==> config.mk <==
export PLATFORM = sky130hd
export DESIGN_NAME = wdg_device_flat
export DESIGN_NICKNAME = d
export VERILOG_FILES = /design/src/wdg_pkg.sv /design/src/wdg_if.sv /design/src/wdg_device.sv /design/src/flat_wrapper.sv
export SDC_FILE = /design/constraint.sdc
export NUM_CORES = 1
export LEC_CHECK = 0
export BUFFER_PORTS_ARGS = -buffer_cell sky130_fd_sc_hd__buf_2
export CAP_MARGIN = 40
export CELL_PAD_IN_SITES_DETAIL_PLACEMENT = 0
export CELL_PAD_IN_SITES_GLOBAL_PLACEMENT = 2
export CORE_MARGIN = 4
export CORE_UTILIZATION = 34
export CTS_CLUSTER_SIZE = 10
export DETAILED_ROUTE_END_ITERATION = 7
export HOLD_SLACK_MARGIN = 0.1
export PLACE_DENSITY = 0.9
export SYNTH_ARGS = -nofsm -noshare
export SYNTH_HDL_FRONTEND = slang
export SYNTH_SLANG_ARGS = --single-unit
==> constraint.sdc <==
create_clock -name clock -period 3.8 [get_ports clock]
set_input_delay 0 -clock clock [delete_from_list [all_inputs] [get_ports clock]]
set_output_delay 0 -clock clock [all_outputs]
set_load 0.01 [all_outputs]
==> src/wdg_pkg.sv <==
// Package of constants and types shared by the watchdog device end and the core end.
// Assumes a single 200 MHz system clock and a synchronous active-high reset.
package wdg_pkg;

    // ==========================================================
    // Register map.
    localparam logic [7:0] WDG_ADDR_CTRL = 8'h31;
    localparam logic [7:0] WDG_ADDR_FLAGS = 8'h3b;
    localparam logic [7:0] WDG_ADDR_UNLOCK = 8'h3c;
    localparam logic [7:0] WDG_UNLOCK_SIG = 8'hd8;

    // ==========================================================
    // Field positions of the control and status register.
    localparam int WDG_BIT_IRQ_FLAG = 7;
    localparam int WDG_BIT_IRQ_EN = 6;
    localparam int WDG_BIT_PS3 = 5;
    localparam int WDG_BIT_RST_EN = 3;

    // Field positions of the reset cause register.
    localparam int WDG_BIT_WDRF = 3;
    localparam int WDG_BIT_BROWNOUT_RESET_FLAG = 2;
    localparam int WDG_BIT_EXTERNAL_RESET_FLAG = 1;
    localparam int WDG_BIT_POWERON_RESET_FLAG = 0;

    // ==========================================================
    // Timing.
    localparam int WDG_SYS_HZ = 200_000_000;
    localparam int WDG_OSC_HZ = 128_000;
    localparam int WDG_OSC_DIV = WDG_SYS_HZ / WDG_OSC_HZ;
    localparam logic [3:0] WDG_UNLOCK_WINDOW = 4'h4;
    localparam logic [3:0] WDG_PS_MAX = 4'h9;
    localparam logic [19:0] WDG_BASE_COUNT = 20'h0_0800;

    // ==========================================================
    // Core end command states.
    typedef enum logic [1:0] {
        WDG_IDLE,
        WDG_SIG,
        WDG_DATA
    } wdg_host_st_t;

endpackage

==> src/wdg_if.sv <==
// Interface joining the watchdog register port and restart line to the core.
// Assumes both ends share one clock.
`timescale 1ns/1ps
interface wdg_if;
    logic wr_en;
    logic rd_en;
    logic [7:0] addr;
    logic [7:0] wdata;
    logic [7:0] rdata;
    logic restart;
    logic vector_ack;
    logic irq;
    logic instr_tick;

    modport device (
        input wr_en,
        input rd_en,
        input addr,
        input wdata,
        input restart,
        input vector_ack,
        input instr_tick,
        output rdata,
        output irq
    );

    modport core (
        output wr_en,
        output rd_en,
        output addr,
        output wdata,
        output restart,
        output vector_ack,
        output instr_tick,
        input rdata,
        input irq
    );
endinterface

==> src/wdg_device.sv <==
// Watchdog with fuse-selected safety level, timed unlock, and reset-cause flags.
// Assumes the core drives the interface on the same clock; reset causes come as pulses.
//
// How it works
// - Counter ticks from a 128 kHz enable.
// - Restart, disable or reset clears counter.
// - Time-out with reset action resets device.
// - Level one: disable needs unlocked write.
// - Level two: always reset, enable reads one.
// - Level two: prescale changes only when unlocked.
// - Software writes 0xD8 signature first.
// - Enable bits select stopped, irq, reset, both.
// - Time-out in irq mode sets flag.
// - Flag clears on vector or written one.
// - Request while flag and enable set.
// - Vector in combined mode clears enable, flag.
// - Second unserviced time-out resets device.
// - Software re-enables irq outside handler.
// - Reset flag forces reset enable on.
// - Prescale code doubles count from 2048.
// - Other flags set by source, cleared.
// - Power-on flag cleared only by software.
// - Reserved bits read as zero.
// - Software reads and clears flags early.
// - Watchdog reset is one clock pulse.
`timescale 1ns/1ps
module wdg_device (
    input wire logic clock,
    input wire logic srst,
    wdg_if.device bus,
    input wire logic safety_level_fuse,
    input wire logic por_event,
    input wire logic bor_event,
    input wire logic ext_event,
    output logic wdg_reset_pulse,
    output logic [3:0] prescale_select
);
    import wdg_pkg::*;

    typedef struct packed {
        logic [10:0] osc_div;
        logic [19:0] count;
        logic irq_flag;
        logic irq_en;
        logic rst_en;
        logic [3:0] ps;
        logic [3:0] unlock_cnt;
        logic wdrf;
        logic brownout_reset_flag;
        logic external_reset_flag;
        logic poweron_reset_flag;
        logic [7:0] rdata;
        logic irq;
        logic rst_pulse;
    } wdg_state_t;

    wdg_state_t st_q;
    wdg_state_t st_d;
    logic osc_tick;
    logic timeout;
    logic [19:0] limit;
    logic unlocked;
    logic rst_en_eff;
    logic run;
    logic dev_reset;
    logic wr_ctrl;
    logic wr_flags;
    logic [7:0] ctrl_view;
    logic [7:0] flags_view;

    always_comb begin
        st_d = st_q;
        // ==========================================================
        // oscillator enable divider
        osc_tick = (st_q.osc_div == 11'(WDG_OSC_DIV - 1));
        st_d.osc_div = osc_tick ? 11'h000 : st_q.osc_div + 11'h001;

        limit = WDG_BASE_COUNT << st_q.ps;
        unlocked = (st_q.unlock_cnt != 4'h0);
        rst_en_eff = st_q.rst_en | st_q.wdrf | safety_level_fuse;
        run = rst_en_eff | st_q.irq_en;
        timeout = run && osc_tick && (st_q.count == limit - 20'h1);
        dev_reset = por_event | bor_event | ext_event | st_q.rst_pulse;
        wr_ctrl = bus.wr_en && (bus.addr == WDG_ADDR_CTRL);
        wr_flags = bus.wr_en && (bus.addr == WDG_ADDR_FLAGS);

        // ==========================================================
        // counter clears
        if (bus.restart || !run || dev_reset) begin
            st_d.count = 20'h0_0000;
        end else if (osc_tick) begin
            st_d.count = timeout ? 20'h0_0000 : st_q.count + 20'h0_0001;
        end

        if (bus.wr_en && bus.addr == WDG_ADDR_UNLOCK && bus.wdata == WDG_UNLOCK_SIG) begin
            st_d.unlock_cnt = WDG_UNLOCK_WINDOW;
        end else if (unlocked && (bus.instr_tick || wr_ctrl)) begin
            st_d.unlock_cnt = wr_ctrl ? 4'h0 : st_q.unlock_cnt - 4'h1;
        end

        // ==========================================================
        // Control register write.
        st_d.rst_pulse = 1'b0;
        if (wr_ctrl) begin
            st_d.irq_en = bus.wdata[WDG_BIT_IRQ_EN];
            if (!safety_level_fuse && (bus.wdata[WDG_BIT_RST_EN] || unlocked)) begin
                st_d.rst_en = bus.wdata[WDG_BIT_RST_EN];
            end
            if (!safety_level_fuse || unlocked) begin
                st_d.ps = {bus.wdata[WDG_BIT_PS3], bus.wdata[2:0]};
            end
        end
        if (st_q.wdrf) begin
            st_d.rst_en = 1'b1;
        end
        if (wr_ctrl && bus.wdata[WDG_BIT_IRQ_FLAG]) begin
            st_d.irq_flag = 1'b0;
        end
        if (bus.vector_ack) begin
            st_d.irq_flag = 1'b0;
            if (rst_en_eff) begin
                st_d.irq_en = 1'b0;
            end
        end

        // ==========================================================
        if (timeout) begin
            if (rst_en_eff && (!st_q.irq_en || st_q.irq_flag)) begin
                st_d.rst_pulse = 1'b1;
            end else if (st_q.irq_en) begin
                st_d.irq_flag = 1'b1;
            end
        end

        // ==========================================================
        // source flags
        if (wr_flags) begin
            st_d.wdrf = st_q.wdrf & bus.wdata[WDG_BIT_WDRF];
            st_d.brownout_reset_flag = st_q.brownout_reset_flag & bus.wdata[WDG_BIT_BROWNOUT_RESET_FLAG];
            st_d.external_reset_flag = st_q.external_reset_flag & bus.wdata[WDG_BIT_EXTERNAL_RESET_FLAG];
            st_d.poweron_reset_flag = st_q.poweron_reset_flag & bus.wdata[WDG_BIT_POWERON_RESET_FLAG];
        end
        if (st_q.rst_pulse) begin
            st_d.wdrf = 1'b1;
        end
        if (bor_event) begin
            st_d.brownout_reset_flag = 1'b1;
        end
        if (ext_event) begin
            st_d.external_reset_flag = 1'b1;
        end
        if (por_event) begin
            st_d.wdrf = 1'b0;
            st_d.brownout_reset_flag = 1'b0;
            st_d.external_reset_flag = 1'b0;
            st_d.poweron_reset_flag = 1'b1;
        end
        // A device reset returns control state to its initial values.
        if (dev_reset) begin
            st_d.irq_flag = 1'b0;
            st_d.irq_en = 1'b0;
            st_d.rst_en = 1'b0;
            st_d.ps = 4'h0;
            st_d.unlock_cnt = 4'h0;
        end

        // ==========================================================
        // reserved bits zero
        ctrl_view = {st_q.irq_flag, st_q.irq_en, st_q.ps[3], 1'b0, rst_en_eff, st_q.ps[2:0]};
        flags_view = {4'h0, st_q.wdrf, st_q.brownout_reset_flag, st_q.external_reset_flag, st_q.poweron_reset_flag};
        if (bus.rd_en && bus.addr == WDG_ADDR_CTRL) begin
            st_d.rdata = ctrl_view;
        end else if (bus.rd_en && bus.addr == WDG_ADDR_FLAGS) begin
            st_d.rdata = flags_view;
        end else begin
            st_d.rdata = 8'h00;
        end
        st_d.irq = st_d.irq_flag & st_d.irq_en;
    end

    always_ff @(posedge clock) begin
        if (srst) begin
            st_q <= '0;
            st_q.poweron_reset_flag <= 1'b1;
        end else begin
            st_q <= st_d;
        end
    end

    assign bus.rdata = st_q.rdata;
    assign bus.irq = st_q.irq;
    assign wdg_reset_pulse = st_q.rst_pulse;
    assign prescale_select = st_q.ps;

endmodule

==> src/flat_wrapper.sv <==
// flat-port wrapper written by rule: the top's interface ports become plain ports
module wdg_device_flat import wdg_pkg::*;
  (clock, srst, safety_level_fuse, por_event, bor_event, ext_event, wdg_reset_pulse, prescale_select, bus_wr_en, bus_rd_en, bus_addr, bus_wdata, bus_restart, bus_vector_ack, bus_instr_tick, bus_rdata, bus_irq);
  wdg_if bus_i ();
  input wire logic clock;
  input wire logic srst;
  input wire logic safety_level_fuse;
  input wire logic por_event;
  input wire logic bor_event;
  input wire logic ext_event;
  output logic wdg_reset_pulse;
  output logic [3:0] prescale_select;
  input wire logic [$bits(bus_i.wr_en)-1:0] bus_wr_en;
  input wire logic [$bits(bus_i.rd_en)-1:0] bus_rd_en;
  input wire logic [$bits(bus_i.addr)-1:0] bus_addr;
  input wire logic [$bits(bus_i.wdata)-1:0] bus_wdata;
  input wire logic [$bits(bus_i.restart)-1:0] bus_restart;
  input wire logic [$bits(bus_i.vector_ack)-1:0] bus_vector_ack;
  input wire logic [$bits(bus_i.instr_tick)-1:0] bus_instr_tick;
  output wire logic [$bits(bus_i.rdata)-1:0] bus_rdata;
  output wire logic [$bits(bus_i.irq)-1:0] bus_irq;
  assign bus_i.wr_en = bus_wr_en;
  assign bus_i.rd_en = bus_rd_en;
  assign bus_i.addr = bus_addr;
  assign bus_i.wdata = bus_wdata;
  assign bus_i.restart = bus_restart;
  assign bus_i.vector_ack = bus_vector_ack;
  assign bus_i.instr_tick = bus_instr_tick;
  assign bus_rdata = bus_i.rdata;
  assign bus_irq = bus_i.irq;
  wdg_device u_core (.clock(clock), .srst(srst), .bus(bus_i), .safety_level_fuse(safety_level_fuse), .por_event(por_event), .bor_event(bor_event), .ext_event(ext_event), .wdg_reset_pulse(wdg_reset_pulse), .prescale_select(prescale_select));
endmodule
# Word level (Yosys, flattened, before mapping)
# Cells that the tools add are included.
[totals] out_inout_bits=14 regBits=56 inputBits=27
[classes] n_reduce_logical=37 shift=1 n_bitwise=12 eq_ne=6 mux=22 addsub=4
[ops] op="equality test 8 x 6 -> 1 bit, second input constant" count=3
[ops] op="2-to-1 mux 4 bit" count=6
[ops] op="adder 20 x 1 -> 20 bit, second input constant" count=1
[ops] op="equality test 20 bit" count=1
[ops] op="2-to-1 mux 20 bit" count=1
[ops] op="left shift 12 x 4 -> 20 bit, first input constant" count=1
[ops] op="subtractor 20 x 1 -> 20 bit, second input constant" count=1
[ops] op="logical AND 1 bit" count=12
[ops] op="nonzero test 2 bit" count=6
[ops] op="OR reduction 2 bit" count=6
[ops] op="adder 11 x 1 -> 11 bit, second input constant" count=1
[ops] op="equality test 11 bit, second input constant" count=1
[ops] op="2-to-1 mux 1 bit" count=11
[ops] op="2-to-1 mux 11 bit" count=1
[ops] op="equality test 8 bit, second input constant" count=1
[ops] op="2-to-1 mux 8 bit" count=1
[ops] op="logical OR 1 bit" count=6
[ops] op="2-to-1 mux 6 bit" count=1
[ops] op="bitwise OR 1 bit" count=6
[ops] op="AND 1 bit" count=5
[ops] op="AND reduction 2 bit" count=2
[ops] op="nonzero test 4 bit" count=1
[ops] op="subtractor 4 x 1 -> 4 bit, second input constant" count=1
[ops] op="zero test 1 bit" count=3
[ops] op="other kinds (3)" count=3

# Longest topological paths before layout
[logic_depth] depth_word=12 mapped_depth=12 mapped_depth_nobuf=9

# Worst setup path after synthesis
# Ideal clock, no wire load.
[synth_timing] path_type="register to register" from="register u_core.st_q, in the netlist u_core.prescale_select[3]" to="register u_core.st_q[26] in the netlist's numbering" setup_ns=0.066 slack_ns=1.154 arrival_time_ns=2.580 stages_incl_launch_ff=13 path_buffers=3 required_ns=3.734 synth_period_minus_slack_ns=2.646 path_cell_list="dfxtp_1 -> clkbuf_1 -> nor2_1 -> nand3b_1 -> ha_1 -> clkbuf_1 -> or4b_1 -> a21oi_1 -> a211oi_1 -> o311a_1 -> a21o_2 -> buf_6 -> a21oi_2"
[synth_between] elab_chain_cells=5
[synth_rtl] item="start: declaration" line="wdg_device.sv:57" rtl="wdg_state_t st_q;"
[synth_rtl] item="start signal: assignment" line="wdg_device.sv:186" rtl="st_q <= st_d;"
[synth_rtl] item="left shift 12 x 4 -> 20 bit" line="wdg_device.sv:78" rtl="limit = WDG_BASE_COUNT << st_q.ps;"
[synth_rtl] item="subtractor 20 x 1 -> 20 bit" line="wdg_device.sv:82" rtl="timeout = run && osc_tick && (st_q.count == limit - 20'h1);"
[synth_rtl] item="equality test 20 bit" line="wdg_device.sv:82"
[synth_rtl] item="logical AND 1 bit" line="wdg_device.sv:82"
[synth_rtl] item="2-to-1 mux 20 bit" line="wdg_device.sv:92" rtl="st_d.count = timeout ? 20'h0_0000 : st_q.count + 20'h0_0001;"
# No other way between the ends.
# A chain may end at the register's enable or synchronous reset.

# Final worst setup path
[layout_timing] from="register u_core.st_q, in the netlist u_core.prescale_select[3]" to="register u_core.st_q[44] in the netlist's numbering"
# The elaborated chain is that of the path after synthesis.

==> key figures <==
GRT
  – Vias in the first global route: around 2,300
  – Global-route wire length before repair: roughly 11,000 um
  – Pin count of the biggest net entering global routing: 21
  – Grt total ovfl: 0
  – Initial antenna violation count: 0
  – All-Layer GR Usage: 0.129

Floorplanning
  – Num rows: 32
  – Die Area: 0.00973 sq mm
  – Die width: 98.6 um
  – Initial Util: 0.356
  – I/O Pins: just over 40
  – Core Region: 0.00785 sq mm
  – Die Y: 98.6 um

Route
  – Total wire length: slightly above 6000 um
  – Metal2 WL: 2930 um
  – Vias: 2,365
  – Initial DRT Pass Iterations: 4
  – Highest routed layer: met4
  – DR WL/cell: 13.0 um
  – DRC: 0
  – Routed Antenna Nets: 0
  – Vias per cell: 4.97
  – Post-Route M1 WL: 2970 um
  – Initial drt markers: roughly 120
  – Met3 Wirelength: roughly 240 um

Worst setup path
  – CP endpoint kind: flop
  – CP Launch Type: flop
  – Worst Path Arrival: 3160 ps
  – Critical Path Fanout Max: 20
  – Reg2Reg Setup Slack: between 800 and 900 ps
  – Crit Path Class: reg2reg
  – Worst path required time: 3980 ps

STA
  – Layout Skew: 7.42 ps
  – Max-slew violations: 0
  – Max Fclk: approximately 340 MHz
  – Count of final setup violators: 0
  – Slew headroom: 0.471
  – Hold slack: about 170 ps
  – Fin. Hold Viols: 0
  – Fin crit period: 2980 ps
  – Unrepaired setup endpoints after global routing: false
  – Worst-margin pin slew: 787 ps
  – Tcrit/Tclk final: 0.784
  – TNS Setup: 0 ps

CTS
  – Later-pin clock latency in the skew report: 300 ps
  – CTS Root Buffer Type: clkbuf_8
  – CTS tree: built
  – CTS Buf Count: 5
  – Clock slew at reported path FFs: 100 ps
  – H-tree depth: 2
  – Max Root-Sink Buffers: 2
  – Clock sinks: 55
  – Post-CTS sizing: 0
  – Post-CTS setup buffer count: 0

Synthesis
  – Post-Syn Area: around 0.0028 sq mm
  – Sequential fraction of the synthesis area: 0.394
  – Async S/R FF share, synth: 0
  – Post-synth cell types: between 50 and 60
  – Ys flop type: dfxtp_1
  – Synth warn: 0
  – Cells after synthesis: 331
  – Synth Area per Inst: 8.44 sq um
  – Yosys reg bits: 55
  – EDFF count, synth: 0
  – Syn Nets: 363

Placed design
  – PortBufs: 39
  – Dpl hpwl: 4510 um
  – GPL Wtd Cong: 0.754

Finish
  – Share of layout cells above drive strength 1: 0.142
  – FF/Latch Area: around 0.0011 sq mm
  – Number of diodes: 0
  – Area of the multi-input gates: roughly 0.0015 sq mm
  – Layout Nets: 406
  – Area Overhead vs Synth: 16.9%
  – Fillers: 828

Pwr
  – Clock power frac: 0.374
  – LEAKAGE: 1.27 nW
  – Logic gate share of total power: 0.051
  – Net Sw Frac: 0.211
  – Pwr dens: around 310 mW/mm^2
  – Maximum VDD drop: 0.000210 V
  – Flop pwr share: 0.576
  – Int Pwr: 801 uW
  – NetSw: 214 uW

Worst hold path
  – Min-delay worst type: in2reg

Outcome
  – Status: complete, no violations

Run
  – # Max-Cap Violations: 0
==> power groups by stage <==
stage / logic [mW] / clock network [mW] / registers [mW]
4_1_cts: 0.0511 / 0.392 / 0.584
3_3_place_gp: 0.0388 / 0 / 0.598
6_report: 0.0513 / 0.379 / 0.584
2_1_floorplan: 0.0174 / 0 / 0.597
3_5_place_dp: 0.0385 / 0 / 0.598
5_1_grt: 0.0573 / 0.413 / 0.586
==> path summary, 6_finish.rpt <==
path                                  start                   end  depth (start not counted)
setup / recovery  u_core.prescale_select[3]       u_core.st_q[44]                          9
hold reg to reg      u_core.wdg_reset_pulse  u_core.flags_view[3]                          2
setup reg to reg  u_core.prescale_select[3]       u_core.st_q[44]                          9
hold / removal                 bus_wdata[6]        u_core.bus.irq                          4
==> cells by family (layout without fill, tap and decap cells) <==
group	after synthesis	count (layout)	synth area share
and+or+nand+nor	157	157	0.300
DFF	55	55	0.394
AOI/OAI and AO/OA	48	48	0.107
xor gates and xnor gates	31	31	0.0972
buffers and inverters	30	73	0.0632
adders and majority gates	5	5	0.0224
muxes	4	4	0.0143
other	1	1	0.00134
==> cell type report <==
cell class | count | share of cell area
clock buffer | 5 | 0.0211
clock inverter | 2 | 0.0115
inverter | 8 | 0.00920
multi-input combinational | 246 | 0.464
sequential | 55 | 0.337
tap | 102 | 0.0391
timing repair buffer | 58 | 0.118
==> through the flow <==
step / utilization / cells / total power, mW / area [sq um] / setup slack, ps
after floorplan: - / 331 / 0.614 / 2790 / 1150
after global placement: 0.378 / 450 / 0.636 / 2970 / 1010
after detailed placement: 0.378 / 450 / 0.636 / 2970 / 838
after CTS: 0.416 / 476 / 1.03 / 3270 / 832
after global routing: 0.416 / 476 / 1.06 / 3270 / 501
final: 0.416 / 476 / 1.01 / 3270 / 820
==> worst max-delay path, cell delays in order (launching register included) <==
cell and delay, ps:
dfxtp_1 460, nor2_1 260, nand3b_1 110, ha_1 310, or4_1 420, a21boi_0 230, o21ai_0 110, a221oi_1 390
a21o_2 450, nor2_1 100
==> state kept, by name (all words and copies together), names as in the netlist <==
register and count:
u_core.wdg_reset_pulse 1, u_core.st_q 36, u_core.bus.rdata 7, u_core.flags_view 4, u_core.bus.irq 1, u_core.prescale_select 4
u_core.ctrl_view 2
==> cells in the final DEF, fill, tap and decap left out, drive strengths merged, types with 9 or more instances in the layout <==
cell / count
dfxtp: 55
nor2: 49
buf: 39
nand2: 28
xor2: 23
dlygate4sd3: 19
nand3: 17
a21oi: 16
o21ai: 15
or3: 10
and3: 9
==> cell usage after synthesis (all sizes together) (2+ instances only) <==
library cell	n	share of area
nand2b	7	0.016
xnor2	8	0.025
or4b	3	0.012
and2	3	0.0067
or4	4	0.012
mux2i	4	0.014
ha	5	0.022
a21oi	16	0.030
or3	10	0.022
nor2	49	0.069
a22o	3	0.0094
xor2	23	0.072
a21boi	2	0.0054
nor4	4	0.0090
nand4	5	0.011
nor3	4	0.011
clkbuf	6	0.0085
buf	16	0.044
nand3b	2	0.0054
nand4b	2	0.0063
and3	9	0.020
o21ai	15	0.027
dfxtp	55	0.39
a211oi	3	0.0081
nor4b	2	0.0063
nand3	17	0.030
nand2	28	0.038
and4	2	0.0063
inv	8	0.011
==> metal layers <==
| layer | vias up | global-route usage |
|---|---|---|
| li1 | 1224 | - |
| met1 | 1098 | 0.173 |
| met2 | 39 | 0.218 |
| met3 | 4 | 0.0255 |
| met4 | 0 | 0.0263 |
| met5 | - | 0 |
==> timing repair <==
item | 4_1_cts | 5_1_grt
hold endpoints to repair | 16 | 0
hold buffers | 19 | 0
endpoints found under the setup margin | 0 | 0
(Power assumes the default switching activity.)
